==> src/inc/ovsup_pkg.sv <==
// package for the output voltage supervisor: register map, defaults, timing
// assumes one 20 MHz clock and a digitizer delivering sense samples in 1/256 V units
package ovsup_pkg;
  localparam int unsigned CLK_HZ = 20_000_000;
  localparam int unsigned OV_DLY_NS = 200;
  localparam int unsigned OV_DLY_CYC = (OV_DLY_NS * (CLK_HZ / 1_000_000) + 999) / 1000;
  localparam int unsigned PG_STEP_MS = 1;
  localparam int unsigned PG_STEP_CYC = PG_STEP_MS * (CLK_HZ / 1000);
  localparam logic [3:0] PG_DLY_MAX = 4'ha;
  // voltages in 1/256 V units, 16 bit
  localparam logic [15:0] PG_ON_DEF = 16'h0073;
  localparam logic [15:0] PG_OFF_DEF = 16'h006b;
  localparam logic [15:0] OV_DEF = 16'h009a;
  localparam logic [15:0] PG_TRACK_OFS = 16'h00a1;
  localparam logic [15:0] OV_TRACK_OFS = 16'h00a8;
  localparam logic [15:0] VREF_DEF = 16'h0080;
  localparam logic [15:0] SCALE_DEF = 16'h0001;
  localparam logic [15:0] FREQ_DEF = 16'h025f;
  localparam logic [15:0] UV_FLT_DEF = 16'h0000;
  localparam logic [15:0] UV_WRN_DEF = 16'h0000;
  localparam logic [15:0] OV_WRN_DEF = 16'hffff;
  localparam logic [15:0] VIN_ON_DEF = 16'h0900;
  localparam logic [15:0] VIN_OFF_DEF = 16'h0800;
  // register offsets
  localparam logic [7:0] A_READ_VOUT = 8'h00;
  localparam logic [7:0] A_OV_WARN = 8'h04;
  localparam logic [7:0] A_UV_FAULT = 8'h08;
  localparam logic [7:0] A_UV_WARN = 8'h0c;
  localparam logic [7:0] A_PG_ON = 8'h10;
  localparam logic [7:0] A_PG_OFF = 8'h14;
  localparam logic [7:0] A_PG_DLY = 8'h18;
  localparam logic [7:0] A_OV_FAULT = 8'h1c;
  localparam logic [7:0] A_OV_RESP = 8'h20;
  localparam logic [7:0] A_VREF = 8'h24;
  localparam logic [7:0] A_SCALE = 8'h28;
  localparam logic [7:0] A_FREQ = 8'h2c;
  localparam logic [7:0] A_VIN_ON = 8'h30;
  localparam logic [7:0] A_VIN_OFF = 8'h34;
  localparam logic [7:0] A_OPERATION = 8'h38;
  localparam logic [7:0] A_STATUS = 8'h3c;
  localparam logic [7:0] A_CLEAR = 8'h40;
  localparam logic [7:0] A_IRQ_EN = 8'h44;
  // status bit positions
  localparam int unsigned ST_OV_FLT = 0;
  localparam int unsigned ST_OV_WRN = 1;
  localparam int unsigned ST_UV_FLT = 2;
  localparam int unsigned ST_UV_WRN = 3;
  localparam int unsigned ST_W = 4;
  typedef struct packed {
    logic [7:0] addr;
    logic [15:0] wdata;
    logic wr;
    logic rd;
  } ovsup_bus_t;
  typedef struct packed {
    logic high_side_drive;
    logic low_side_drive;
    logic continuous_cond;
  } ovsup_drv_t;
endpackage : ovsup_pkg

==> src/core/ovsup_top.sv <==
// output voltage supervisor: telemetry, power good, overvoltage response, faults
// assumes sense samples and the tracking input are digitized on i_clk_sys;
// pins (enable, tracking select, pwm request) are asynchronous
`timescale 1ns/1ns
`default_nettype none
module ovsup_top (
  input wire logic i_clk_sys,
  input wire logic i_srst,
  input wire ovsup_pkg::ovsup_bus_t i_bus,
  output logic [15:0] o_rdata,
  input wire logic [15:0] i_sense,
  input wire logic i_sense_vld,
  input wire logic [15:0] i_tracking_reference_input,
  input wire logic [15:0] i_power_input_voltage,
  input wire logic i_enable,
  input wire logic i_track_mode,
  input wire logic i_digital_mode,
  input wire logic i_pwm_high,
  output ovsup_pkg::ovsup_drv_t o_drv,
  output logic o_power_good_output,
  output logic o_ov_trip,
  output logic o_vin_ok,
  output logic o_alert_line,
  output logic o_irq
);
  import ovsup_pkg::*;

  // two stages per pin; only the second is read, the first may still be settling
  logic [1:0] en_s_q, trk_s_q, pwm_s_q;
  always_ff @(posedge i_clk_sys) begin
    if (i_srst) begin
      en_s_q <= 2'h0;
      trk_s_q <= 2'h0;
      pwm_s_q <= 2'h0;
    end else begin
      en_s_q <= {en_s_q[0], i_enable};
      trk_s_q <= {trk_s_q[0], i_track_mode};
      pwm_s_q <= {pwm_s_q[0], i_pwm_high};
    end
  end
  wire logic en_s = en_s_q[1];
  wire logic trk_s = trk_s_q[1];
  wire logic pwm_s = pwm_s_q[1];
  logic en_d1_q;
  always_ff @(posedge i_clk_sys) begin
    if (i_srst) en_d1_q <= 1'b0;
    else en_d1_q <= en_s;
  end
  wire logic en_rise = en_s & ~en_d1_q;

  // registers
  logic [15:0] vout_q, ov_wrn_q, uv_flt_q, uv_wrn_q, pg_on_q, pg_off_q, ov_flt_q;
  logic [15:0] vref_q, scale_q, vin_on_q, vin_off_q;
  logic [3:0] pg_dly_q;
  logic ov_ignore_q;
  logic [ST_W-1:0] status_q, irq_en_q;
  wire logic wr = i_bus.wr;
  wire logic [7:0] wa = i_bus.addr;
  wire logic [15:0] wd = i_bus.wdata;
  wire logic op_restart = wr && wa == A_OPERATION && wd[7] && i_digital_mode;

  always_ff @(posedge i_clk_sys) begin
    if (i_srst) begin
      ov_wrn_q <= OV_WRN_DEF;
      uv_flt_q <= UV_FLT_DEF;
      uv_wrn_q <= UV_WRN_DEF;
      pg_on_q <= PG_ON_DEF;
      pg_off_q <= PG_OFF_DEF;
      ov_flt_q <= OV_DEF;
      pg_dly_q <= 4'h0;
      ov_ignore_q <= 1'b0;
      vref_q <= VREF_DEF;
      scale_q <= SCALE_DEF;
      vin_on_q <= VIN_ON_DEF;
      vin_off_q <= VIN_OFF_DEF;
      irq_en_q <= '0;
    end else if (wr) begin
      if (wa == A_OV_WARN) ov_wrn_q <= wd;
      else if (wa == A_UV_FAULT) uv_flt_q <= wd;
      else if (wa == A_UV_WARN) uv_wrn_q <= wd;
      else if (wa == A_PG_ON) pg_on_q <= wd;
      else if (wa == A_PG_OFF) pg_off_q <= wd;
      else if (wa == A_PG_DLY) pg_dly_q <= (wd[3:0] > PG_DLY_MAX) ? PG_DLY_MAX : wd[3:0];
      else if (wa == A_OV_FAULT) ov_flt_q <= wd;
      else if (wa == A_OV_RESP) ov_ignore_q <= wd[0];
      else if (wa == A_VREF) vref_q <= wd;
      else if (wa == A_SCALE) scale_q <= wd;
      else if (wa == A_VIN_ON) vin_on_q <= wd;
      else if (wa == A_VIN_OFF) vin_off_q <= wd;
      else if (wa == A_IRQ_EN) irq_en_q <= wd[ST_W-1:0];
    end
  end

  // telemetry sample
  always_ff @(posedge i_clk_sys) begin
    if (i_srst) vout_q <= 16'h0000;
    else if (i_sense_vld) vout_q <= i_sense;
  end

  // read path, data one cycle after the strobe
  always_ff @(posedge i_clk_sys) begin
    if (i_srst) o_rdata <= 16'h0000;
    else if (i_bus.rd) begin
      if (wa == A_READ_VOUT) o_rdata <= vout_q;
      else if (wa == A_OV_WARN) o_rdata <= ov_wrn_q;
      else if (wa == A_UV_FAULT) o_rdata <= uv_flt_q;
      else if (wa == A_UV_WARN) o_rdata <= uv_wrn_q;
      else if (wa == A_PG_ON) o_rdata <= pg_on_q;
      else if (wa == A_PG_OFF) o_rdata <= pg_off_q;
      else if (wa == A_PG_DLY) o_rdata <= {12'h000, pg_dly_q};
      else if (wa == A_OV_FAULT) o_rdata <= ov_flt_q;
      else if (wa == A_OV_RESP) o_rdata <= {15'h0000, ov_ignore_q};
      else if (wa == A_VREF) o_rdata <= vref_q;
      else if (wa == A_SCALE) o_rdata <= scale_q;
      else if (wa == A_FREQ) o_rdata <= FREQ_DEF;
      else if (wa == A_VIN_ON) o_rdata <= vin_on_q;
      else if (wa == A_VIN_OFF) o_rdata <= vin_off_q;
      else if (wa == A_STATUS) o_rdata <= {12'h000, status_q};
      else if (wa == A_IRQ_EN) o_rdata <= {12'h000, irq_en_q};
      else o_rdata <= 16'h0000;
    end else o_rdata <= 16'h0000;
  end

  // thresholds; saturating sum keeps a large vout from wrapping
  function automatic logic [15:0] clamp_track(input logic [15:0] thr, input logic [15:0] vo,
                                              input logic [15:0] ofs);
    logic [16:0] lim;
    logic [15:0] hi;
    lim = {1'b0, vo} + {1'b0, ofs};
    hi = lim[16] ? 16'hffff : lim[15:0];
    clamp_track = (thr > hi) ? hi : thr;
  endfunction : clamp_track

  logic [15:0] pg_hi, pg_lo, ov_thr, ov_rel;
  logic [17:0] trk_x;
  always_comb begin
    // about 1.2 times: 1 + 1/4 - 1/16 + 1/64
    trk_x = {2'b00, i_tracking_reference_input} + {4'h0, i_tracking_reference_input[15:2]}
            - {6'h00, i_tracking_reference_input[15:4]}
            + {8'h00, i_tracking_reference_input[15:6]};
    if (i_digital_mode) begin
      pg_hi = clamp_track(pg_on_q, vout_q, PG_TRACK_OFS);
      pg_lo = clamp_track(pg_off_q, vout_q, PG_TRACK_OFS);
    end else begin
      pg_hi = PG_ON_DEF;
      pg_lo = PG_OFF_DEF;
    end
    if (trk_s) ov_thr = trk_x[17:16] != 2'b00 ? 16'hffff : trk_x[15:0];
    else if (i_digital_mode) ov_thr = clamp_track(ov_flt_q, vout_q, OV_TRACK_OFS);
    else ov_thr = OV_DEF;
    // 1 - 1/16 + 1/64 - 1/256 sits just under 95 percent, so the low side never lets go early
    ov_rel = ov_thr - {4'h0, ov_thr[15:4]} + {6'h00, ov_thr[15:6]} - {8'h00, ov_thr[15:8]};
  end

  // overvoltage trip after the filter delay
  logic [$clog2(OV_DLY_CYC+1)-1:0] ov_cnt_q;
  wire logic ov_raw = i_sense > ov_thr;
  always_ff @(posedge i_clk_sys) begin
    if (i_srst) begin
      ov_cnt_q <= '0;
      o_ov_trip <= 1'b0;
    end else if (!ov_raw) begin
      ov_cnt_q <= '0;
      o_ov_trip <= 1'b0;
    end else if (ov_cnt_q < OV_DLY_CYC[$bits(ov_cnt_q)-1:0] - 1'b1) begin
      ov_cnt_q <= ov_cnt_q + 1'b1;
    end else o_ov_trip <= 1'b1;
  end

  // high side latch and low side hold
  logic hs_off_q, ls_hold_q;
  always_ff @(posedge i_clk_sys) begin
    if (i_srst) begin
      hs_off_q <= 1'b0;
      ls_hold_q <= 1'b0;
    end else begin
      if (o_ov_trip && !ov_ignore_q) hs_off_q <= 1'b1;
      else if (en_rise || op_restart) hs_off_q <= 1'b0;
      if (o_ov_trip && !ov_ignore_q) ls_hold_q <= 1'b1;
      else if (i_sense < ov_rel) ls_hold_q <= 1'b0;
    end
  end
  wire logic hs_block = hs_off_q | (o_ov_trip & ~ov_ignore_q);
  always_ff @(posedge i_clk_sys) begin
    if (i_srst) o_drv <= '0;
    else begin
      o_drv.high_side_drive <= pwm_s & ~hs_block & ~ls_hold_q;
      o_drv.low_side_drive <= ls_hold_q | (~pwm_s & ~hs_block);
      o_drv.continuous_cond <= trk_s;
    end
  end

  // power good with programmable delay
  logic in_win_q;
  logic [3:0] pg_ms_q;
  localparam int unsigned PG_CYC_W = $clog2(PG_STEP_CYC);
  logic [PG_CYC_W-1:0] pg_cyc_q;
  always_ff @(posedge i_clk_sys) begin
    if (i_srst) in_win_q <= 1'b0;
    else if (i_sense >= pg_hi) in_win_q <= 1'b1;
    else if (i_sense < pg_lo) in_win_q <= 1'b0;
  end
  wire logic pg_cond = in_win_q && !hs_block && !ov_raw;
  wire logic [3:0] dly_eff = i_digital_mode ? pg_dly_q : 4'h0;
  always_ff @(posedge i_clk_sys) begin
    if (i_srst || !pg_cond) begin
      pg_ms_q <= 4'h0;
      pg_cyc_q <= '0;
    end else if (pg_ms_q < dly_eff) begin
      if (pg_cyc_q == PG_CYC_W'(PG_STEP_CYC - 1)) begin
        pg_cyc_q <= '0;
        pg_ms_q <= pg_ms_q + 1'b1;
      end else pg_cyc_q <= pg_cyc_q + 1'b1;
    end
  end
  always_ff @(posedge i_clk_sys) begin
    if (i_srst) o_power_good_output <= 1'b0;
    else o_power_good_output <= pg_cond && pg_ms_q >= dly_eff;
  end

  // input undervoltage lockout with hysteresis
  always_ff @(posedge i_clk_sys) begin
    if (i_srst) o_vin_ok <= 1'b0;
    else if (i_power_input_voltage >= vin_on_q) o_vin_ok <= 1'b1;
    else if (i_power_input_voltage < vin_off_q) o_vin_ok <= 1'b0;
  end

  // sticky status; a set in the clear cycle wins
  logic [ST_W-1:0] ev;
  always_comb begin
    ev = '0;
    ev[ST_OV_FLT] = o_ov_trip;
    ev[ST_OV_WRN] = i_sense_vld && i_sense > ov_wrn_q;
    ev[ST_UV_FLT] = i_sense_vld && i_sense < uv_flt_q;
    ev[ST_UV_WRN] = i_sense_vld && i_sense < uv_wrn_q;
  end
  wire logic [ST_W-1:0] clr = (wr && wa == A_CLEAR) ? wd[ST_W-1:0] : '0;
  always_ff @(posedge i_clk_sys) begin
    if (i_srst) status_q <= '0;
    else status_q <= (status_q & ~clr) | ev;
  end
  always_ff @(posedge i_clk_sys) begin
    if (i_srst) o_alert_line <= 1'b0;
    else o_alert_line <= |status_q;
  end
  assign o_irq = |(status_q & irq_en_q);
endmodule : ovsup_top
`default_nettype wire

==> config.mk <==
export PLATFORM = sky130hd
export DESIGN_NAME = ovsup_top
export DESIGN_NICKNAME = d
export VERILOG_FILES = /design/src/inc/ovsup_pkg.sv /design/src/core/ovsup_top.sv
export SDC_FILE = /design/constraint.sdc
export NUM_CORES = 1
export LEC_CHECK = 0
export BUFFER_PORTS_ARGS = -buffer_cell sky130_fd_sc_hd__buf_2
export CAP_MARGIN = 20
export CORE_ASPECT_RATIO = 1.1
export CORE_MARGIN = 3
export CORE_UTILIZATION = 47
export DETAILED_ROUTE_END_ITERATION = 12
export GPL_TIMING_DRIVEN = 0
export HOLD_SLACK_MARGIN = 0.06
export SLEW_MARGIN = 20
export SYNTH_ARGS = -nofsm -noshare
export SYNTH_HDL_FRONTEND = slang
export SYNTH_SLANG_ARGS = --single-unit
==> constraint.sdc <==
create_clock -name i_clk_sys -period 11.8 [get_ports i_clk_sys]
set_input_delay 2.95 -clock i_clk_sys [delete_from_list [all_inputs] [get_ports i_clk_sys]]
set_output_delay 2.95 -clock i_clk_sys [all_outputs]
set_load 0.005 [all_outputs]
## Yosys cells after proc, flatten, opt, wreduce, memory -nomap -nowiden

Index checks and enable logic that the tools add are counted.

- Register bits: 244
- Input port bits: 81
- Output and inout bits: 24
- Logic and storage cells: 187

- Add/subtract/negate cells: 11
- Order comparisons: 16
- Eq/ne operators: 18
- Mux-type cells: 38
- Bitwise gates (word level): 30
- Reductions and logical operators: 41

Operators with widths:

| operator | count |
|---|---|
| 16-bit 2-to-1 mux | 24 |
| 16-bit greater-than comparator | 5 |
| 16-bit less-than comparator | 5 |
| 8-bit by 6-bit == test with 1-bit output, second input constant | 8 |
| 16-bit by 8-bit adder with 17-bit output, second input constant | 2 |
| 8-bit by 5-bit == test with 1-bit output, second input constant | 4 |
| 16-bit greater-or-equal comparator | 2 |
| 4-bit 2-to-1 mux | 5 |
| 1-bit inverter | 19 |
| 18-bit by 10-bit adder with 18-bit output | 1 |
| 17-bit by 12-bit subtractor with 18-bit output | 1 |
| 16-bit by 14-bit adder with 17-bit output | 1 |
| 16-bit by 10-bit adder with 16-bit output | 1 |
| 8-bit by 4-bit == test with 1-bit output, second input constant | 2 |
| 8-bit by 7-bit == test with 1-bit output, second input constant | 2 |
| 16-bit by 12-bit subtractor with 16-bit output | 1 |
| 16-bit by 8-bit subtractor with 16-bit output | 1 |
| 15-bit by 1-bit adder with 15-bit output, second input constant | 1 |
| 15-bit == test, second input constant | 1 |
| 15-bit 2-to-1 mux | 1 |
| 14-bit AND reduction | 1 |
| 13-bit AND reduction | 1 |
| 12-bit AND reduction | 1 |
| 1-bit logical AND | 11 |
| other kinds (29) | 53 |

## Logic depth before layout (Yosys ltp)

Gate-level depths: netlist of the first run.

- Word-level depth: 17
- Mapped depth: 39

## Worst setup path before layout of the first run

No wires, ideal clock.

- Kind: input-to-reg
- From: input port i_tracking_reference_input[1]
- To: register ls_hold_q
- Library setup time: 132 ps
- Arrival time: 9,866 ps
- Data required time: 11,668 ps
- Slack: 1,803 ps
- Stages: 34
- Buffers on the path: 1
- Path through: fa_1 > fa_1 > ha_1 > fa_1 > a211oi_1 > o21ai_0 > nand3_1 > nand3_1 > a31oi_1 > xnor2_1 > nand2_2 > buf_6 > o21ai_1 > o21a_1 > fa_1 > fa_1 > ha_1 > inv_1 > fa_1 > nor2b_1 > o21ai_0 > a21oi_1 > o21ai_0 > a21boi_0 > o2111ai_1 > a31oi_1 > and4_1 > nor3_1 > ha_1 > nor4_1 > o21ai_0 > a21oi_1 > o31a_1 > nor3_1

- Longest elaborated chain between the ends: 11

Ends and longest elaborated chain:

| element | line | source |
|---|---|---|
| start, declared | ovsup_top.sv:13 | `input wire logic [15:0] i_tracking_reference_input,` |
| 16-bit by 14-bit adder with 17-bit output (*) | ovsup_top.sv:138 | `trk_x = {2'b00, i_tracking_reference_input} + {4'h0, i_tracking_reference_input[15:2]}` |
| 17-bit by 12-bit subtractor with 18-bit output (*) | ovsup_top.sv:139 | `- {6'h00, i_tracking_reference_input[15:4]}` |
| 18-bit by 10-bit adder with 18-bit output (*) | ovsup_top.sv:140 | `+ {8'h00, i_tracking_reference_input[15:6]};` |
| 2-bit nonzero test | ovsup_top.sv:148 | `if (trk_s) ov_thr = trk_x[17:16] != 2'b00 ? 16'hffff : trk_x[15:0];` |
| 16-bit 2-to-1 mux (*) (2 in a row) | ovsup_top.sv:148 |  |
| 16-bit by 12-bit subtractor with 16-bit output | ovsup_top.sv:152 | `ov_rel = ov_thr - {4'h0, ov_thr[15:4]} + {6'h00, ov_thr[15:6]} - {8'h00, ov_thr[15:8]};` |
| 16-bit by 10-bit adder with 16-bit output | ovsup_top.sv:152 |  |
| 16-bit by 8-bit subtractor with 16-bit output (*) | ovsup_top.sv:152 |  |
| 16-bit less-than comparator (*) | ovsup_top.sv:180 | `else if (i_sense < ov_rel) ls_hold_q <= 1'b0;` |
| 2-bit nonzero test (no source line) (*) | -- |  |
| end signal, assigned | ovsup_top.sv:175 | `ls_hold_q <= 1'b0;` |
| end signal, assigned | ovsup_top.sv:179 | `if (o_ov_trip && !ov_ignore_q) ls_hold_q <= 1'b1;` |
| end signal, assigned | ovsup_top.sv:180 |  |
| end, declared | ovsup_top.sv:171 | `logic hs_off_q, ls_hold_q;` |

Every way passes the cells marked *; elsewhere a longest branch is shown, timed or not.
A chain may end at the register's enable or synchronous reset.

## Worst setup path after layout of the first run

- From: input port i_tracking_reference_input[5]
- To: register ls_hold_q

- Longest elaborated chain between the ends: 11

Ends and longest elaborated chain:

| element | line |
|---|---|
| 16-bit by 14-bit adder with 17-bit output | ovsup_top.sv:138 |
| 17-bit by 12-bit subtractor with 18-bit output (*) | ovsup_top.sv:139 |
| 18-bit by 10-bit adder with 18-bit output (*) | ovsup_top.sv:140 |
| 2-bit nonzero test | ovsup_top.sv:148 |
| 16-bit 2-to-1 mux (*) (2 in a row) | ovsup_top.sv:148 |
| 16-bit by 12-bit subtractor with 16-bit output | ovsup_top.sv:152 |
| 16-bit by 10-bit adder with 16-bit output | ovsup_top.sv:152 |
| 16-bit by 8-bit subtractor with 16-bit output (*) | ovsup_top.sv:152 |
| 16-bit less-than comparator (*) | ovsup_top.sv:180 |
| 2-bit nonzero test (no source line) (*) | -- |

Marks and branches as above.

==> results.md, run 1 <==
- Status: complete, no violations
- RePlAce Congestion: around 1.0
- RSZ-0062 raised after global routing: no
- CTS Sinks: around 240
- Static leakage: roughly 8.7 nW
- Setup Buffers After CTS: 0
- Routed vias/inst: just over 6
- NumNets Final: 2881
- Antenna violations before repair: 0
- FF+latch area: between 0.004 and 0.005 mm2
- Multi-input gate area: 0.0126 mm2
- Clock Path Buffers: 3
- TritonCTS buffer count: 29
- Seq/Total Area, Yosys: 0.262
- Top_reg_cell synth: dfxtp_1
- Required time worst endpoint: 12.21 ns
- Worst slack at placement: approximately 0.13 ns
- Syn_nets: ~2800
- Share of flip-flops with an asynchronous set or reset: 0
- Max cap viols: 0
- Via count: 18300
- CTS Hold Bufs: 0
- Clk_lat worst skew: approximately 0.61 ns
- Post-route minimum period: about 11 ns
- Pin count of the biggest net entering global routing: 16
- Global-route wire length before repair: 105 mm
- Yosys reg bits: between 200 and 250
- Final worst slack: approximately 0.55 ns
- Max_slew headroom: 0.232
- Power per cell area: about 130 mW/mm2
- Drt pass-1 iters: 6
- Most frequent cells in the layout: nand2_1, ha_1, dfxtp_1, a21oi_1, inv_1
- Critical path type: in -> reg
- Skew final: 0.0424 ns
- Fmax: just under 0.09 GHz
- Hold WC Path Type: reg -> reg
- Final Slew Violations: 0
- CP Launch Type: input pin
- Final hold vios: 0
- Final Routed Wirelength: just over 70 mm
- Final setup fails: 0
- Drt initial violations: about 1900
- Arrival time at the worst endpoint: 11.66 ns
- Fillers: between 3000 and 4000
- Remaining DRCs: 0
- Slowest-stage cell, CP: fa_1
- VDD IR-drop max: between 0.0001 and 0.00015 V
- FP Rows: 75
- Worst slew pin tran: ~1.2 ns
- Initial core utilization: 0.483
- Post-synthesis cell type count: 94
- Warnings, synthesis: 0
- Die Wd: around 200 um
- Commonest non-fill, non-tap cell in the layout: nand2_1
- Syn_area_per_cell: a little under 8 um2
- Die area: about 0.042 mm2
- CTS Root Buffer Type: clkbuf_16
- Clk slew on worst S/H paths: 0.06 ns
- Area Overhead vs Synth: 11.0%
- DPL Wire Length: roughly 55 mm
- CP max FO: 10
- N_diodes: 0
- Netlist Area Pre-Place: 0.0187 mm2
- Cells after Synth: around 2400
- CP max stage delay: 0.64 ns
- Io pins: approximately 110
- Crit share post-route: 0.953
- H-tree levels: 1
- TritonCTS clock tree: done
- Share of layout cells above drive strength 1: 0.0809
- CP Capture Type: flip-flop
- Total grt overflow: 0
- Final hold slack: approximately 0.45 ns
- Vias in the first global route: 17100
- Resized cells post-CTS: 0
- Total track usage: 0.324
- Cell mode on critical path: fa_1
- Die Y: about 210 um
- Final antenna-violating net count: 0
- IO buf count: 89
- EDFF count, synth: 0
- Core area: 0.0387 mm2
- Setup TNS: 0 ns
- WL/cell: 23.3 um
## area by class of cell
cell class / count / area share
sequential: 244 / 0.236
multi-input combinational: 1853 / 0.606
tap: 500 / 0.0302
clock buffer: 38 / 0.0396
inverter: 173 / 0.0314
timing repair buffer: 89 / 0.0215
clock inverter: 15 / 0.00725
buffer: 123 / 0.0277
## logic make-up (layout without fill, tap and decap cells)
group,count (synthesis),after routing,synth area share
muxes,40,40,0.0221
adders and majority gates,287,287,0.209
buffers and inverters,296,438,0.0656
AOI/OAI and AO/OA,593,593,0.203
and+or+nand+nor,874,874,0.211
xor gates and xnor gates,59,59,0.0281
DFF,244,244,0.262
## critical path: cells and delay by family
kind	cells	cell delay [ns]
buffers and inverters	5	0.50
XOR/XNOR	2	0.50
AND/OR/NAND/NOR	6	0.83
adder cells (fa/ha/maj)	8	3.37
AO/OA/AOI/OAI	14	3.53
## flip-flops by register name (all words and copies together) (netlist names), 4 cells and up
signal     count
vref_q        16
pg_dly_q       4
vin_off_q     16
ov_wrn_q      16
irq_en_q       4
pg_on_q       16
scale_q       16
pg_off_q      16
pg_cyc_q      15
o_rdata       16
ov_flt_q      16
uv_wrn_q      16
vin_on_q      16
vout_q        16
pg_ms_q        4
uv_flt_q      16
status_q       4
## worst paths after layout
check,from,endpoint,slack (ns),depth (start not counted)
setup / recovery,i_tracking_reference_input[5],ls_hold_q,0.55,35
hold / removal,en_s_q[0],en_s_q[1],0.45,1
setup reg to reg,vout_q[3],ls_hold_q,1.67,33
hold reg to reg,en_s_q[0],en_s_q[1],0.45,1
## synthesized netlist by cell type, types with 4 or more instances
library cell  count  share of area
o21ai_0         100          0.027
nand4_1          31          0.010
and2_1            8         0.0027
a221o_1           5         0.0027
o221ai_1          6         0.0028
nor3_1           42          0.011
o21a_1           38          0.015
nand2b_1         22         0.0074
nand2_1         436          0.088
dfxtp_1         244           0.26
inv_1           172          0.035
a211oi_1         11         0.0044
o21bai_1          4         0.0016
a221oi_1         16         0.0075
nor2_1          128          0.026
clkbuf_1         90          0.018
mux2_2            9         0.0054
fa_1             40          0.043
a21oi_1         225          0.060
and3_1           18         0.0060
and4_1            5         0.0023
nor2b_1          24         0.0080
a31oi_1          10         0.0034
nand3_1         115          0.031
a21o_1           54          0.022
buf_2            17         0.0046
nor4_1           10         0.0034
o21ai_1           9         0.0024
mux2i_1          31          0.017
xor2_1           21         0.0099
or2_2             5         0.0017
buf_1             4        0.00080
o22ai_1           6         0.0020
o211ai_1         17         0.0068
or3_1             5         0.0017
xnor2_1          37          0.017
ha_1            247           0.17
a22oi_1          33          0.013
a2111oi_0         4         0.0019
a21boi_0          5         0.0020
a222oi_1         11         0.0059
clkbuf_8          6         0.0044
## per-stage QoR
stage                      util  total power, mW  instances  cell area (um2)
after global routing      0.536             2.75       3035            20700
final                     0.536             2.61       3035            20700
after global placement    0.510             1.66       2982            19700
after detailed placement  0.510             1.68       2982            19700
after CTS                 0.535             2.61       3035            20700
after floorplan               -             1.45       2393            18700
## power breakdown
part	switching, mW	leakage, nW	internal (mW)
Clock	0.399	0.486	0.534
Sequential	0.00952	1.97	0.833
Combinational	0.498	6.21	0.341
## layer usage
metal,up-vias,global-route usage,wire [um]
met2,901,0.503,30700
met5,-,0,0
li1,8619,-,-
met4,0,0.126,3120
met1,8664,0.452,30600
met3,151,0.0493,6300
(Power assumes the default switching activity.)
==> inputs of run 2 (changes only) <==
--- a/config.mk
+++ b/config.mk
@@ -13,6 +13,7 @@
 export DETAILED_ROUTE_END_ITERATION = 12
 export GPL_TIMING_DRIVEN = 0
 export HOLD_SLACK_MARGIN = 0.06
+export PLACE_DENSITY = 0.67
 export SLEW_MARGIN = 20
 export SYNTH_ARGS = -nofsm -noshare
 export SYNTH_HDL_FRONTEND = slang
==> constraint.sdc (replaced) <==
create_clock -name i_clk_sys -period 9.67 [get_ports i_clk_sys]
set_input_delay 2.4175 -clock i_clk_sys [delete_from_list [all_inputs] [get_ports i_clk_sys]]
set_output_delay 2.4175 -clock i_clk_sys [all_outputs]
set_load 0.005 [all_outputs]
==> results.md, run 2 (synthesized netlist as in run 1, its figures left out) <==
- Multi-input gate area: 0.0130 mm2
- Critical path type: in -> reg
- Worst slew pin tran: about 1.2 ns
- Final antenna-violating net count: 0
- Io pins: between 100 and 150
- Int Pwr: 2.20 mW
- Area Overhead vs Synth: 14.6%
- Fillers: approximately 3700
- Status: complete, no violations
- Core area: approximately 0.039 mm2
- Buf+Inv Stages, Crit Path: 4
- TritonCTS clock tree: done
- Final hold vios: 0
- CP max FO: 10
- Clk slew on worst S/H paths: 0.06 ns
- WL/cell: roughly 23 um
- Drt initial violations: ~2000
- Crit share post-route: 0.959
- CP max stage delay: between 0.5 and 0.6 ns
- Fmax: between 0.1 and 0.15 GHz
- Vias in the first global route: between 15000 and 20000
- Global-route wire length before repair: ~110 mm
- Total grt overflow: 0
- Required time worst endpoint: about 10 ns
- Register share of total power: 0.305
- Commonest non-fill, non-tap cell in the layout: nand2_1
- CTS Sinks: approximately 240
- Clk_lat worst skew: slightly below 0.6 ns
- Die area: about 0.042 mm2
- TritonCTS buffer count: 29
- Final setup fails: 0
- Cell mode on critical path: fa_1
- Total track usage: 0.326
- Drt pass-1 iters: 12
- IO buf count: roughly 90
- NetSw: 1.16 mW
- Routed vias/inst: 6.04
- NumNets Final: about 2900
- Post-route cell area: between 0.02 and 0.025 mm2
- Placed cell areas: slightly below 0.02 mm2
- Crit path max-delay family: adder cells
- Die Wd: 196 um
- FF+latch area: 0.00488 mm2
- Remaining DRCs: 0
- Final hold slack: 0.444 ns
- Skew final: ~0.013 ns
- Final Slew Violations: 0
- Power per cell area: roughly 160 mW/mm2
- Setup TNS: 0 ns
- Share of layout cells above drive strength 1: 0.111
- Hold WC Path Type: reg -> reg
- RePlAce Congestion: 1.05
- Post-route minimum period: around 9.3 ns
- Clock Path Buffers: 3
- Arrival time at the worst endpoint: slightly below 10 ns
- DPL Wire Length: 54.3 mm
- FP Rows: 75
- Initial core utilization: 0.483
- Via count: 18500
- CP Capture Type: flip-flop
- Sw frac: 0.346
- Clk network pwr share: 0.343
- Pin count of the biggest net entering global routing: 16
- H-tree levels: 1
- Static leakage: 8.86 nW
- Max cap viols: 0
- CP Launch Type: input pin
- Logic pwr share: 0.352
- Slowest-stage cell, CP: fa_1
- VDD IR-drop max: 0.000145 V
- Final Routed Wirelength: ~70 mm
- Die Y: 215 um
- CTS Root Buffer Type: clkbuf_16
- Max_slew headroom: 0.220
- Antenna violations before repair: 2
- Most frequent cells in the layout: nand2_1, dfxtp_1, ha_1, a21oi_1, inv_1
-- run 2: cell count changes in the layout (fill, tap and decap cells not counted), sizes merged --
| cell | delta |
|---|---|
| diode | +1 |
| clkinvlp | +1 |
| buf | +18 |
| inv | +1 |
| clkbuf | +2 |
| bufinv | +1 |
| clkinv | -2 |
-- run 2: path summary, 6_finish.rpt --
path                            depth (start not counted)                     startpoint  slack, ns   endpoint
worst max register to register                         37                      vout_q[3]       1.14  ls_hold_q
worst max-delay path                                   35  i_tracking_reference_input[5]       0.40  ls_hold_q
worst min register to register                          1                      en_s_q[0]       0.44  en_s_q[1]
worst min-delay path                                    1                      en_s_q[0]       0.44  en_s_q[1]
-- run 2: worst register-to-register path, delay by kind of cell (launching register included) --
family / cells / cell delay [ns]
AOI/OAI and AO/OA: 17 / 3.64
xor gates and xnor gates: 1 / 0.14
adders and majority gates: 7 / 2.53
buffers and inverters: 3 / 0.59
DFF: 1 / 0.45
and+or+nand+nor: 9 / 0.98
-- run 2: routing by layer --
| layer | wire [um] | up-vias | GRT usage |
|---|---|---|---|
| li1 | - | 8665 | - |
| met1 | 29400 | 8694 | 0.448 |
| met2 | 30900 | 900 | 0.505 |
| met3 | 6790 | 204 | 0.0565 |
| met4 | 3980 | 0 | 0.136 |
| met5 | 0 | - | 0 |
-- run 2: power by group through the flow --
stage	registers (mW)	clock network, mW	logic, mW
2_1_floorplan	1.04	0	0.724
3_3_place_gp	1.05	0	0.956
3_5_place_dp	1.05	0	0.988
4_1_cts	1.03	1.16	1.04
5_1_grt	1.03	1.20	1.32
6_report	1.03	1.16	1.19
-- run 2: layout make-up --
type                            instances  area share
Antenna cell                            1    0.000117
Clock inverter                         16     0.00889
Timing Repair Buffer                  109      0.0282
Inverter                              173      0.0304
Tap cell                              500      0.0293
Multi-Input combinational cell       1853       0.609
Sequential cell                       244       0.228
Buffer                                123      0.0273
Clock buffer                           38      0.0383
-- run 2: through the flow --
step,power (mW),utilization,setup WS (ns),instances
final,3.37,0.553,0.399,3057
after floorplan,1.77,-,0.205,2393
after global routing,3.55,0.553,-0.0183,3057
after CTS,3.23,0.541,0.000788,3040
after detailed placement,2.04,0.510,-1.53,2982
after global placement,2.01,0.510,-1.45,2982
-- run 2: repair_timing --
action / in CTS / in global routing
buffers inserted: 4 / 16
endpoints found under the setup margin: 1 / 1
hold buffers: 0 / 0
gates resized for setup: 38 / 63
pin swaps: 7 / 28
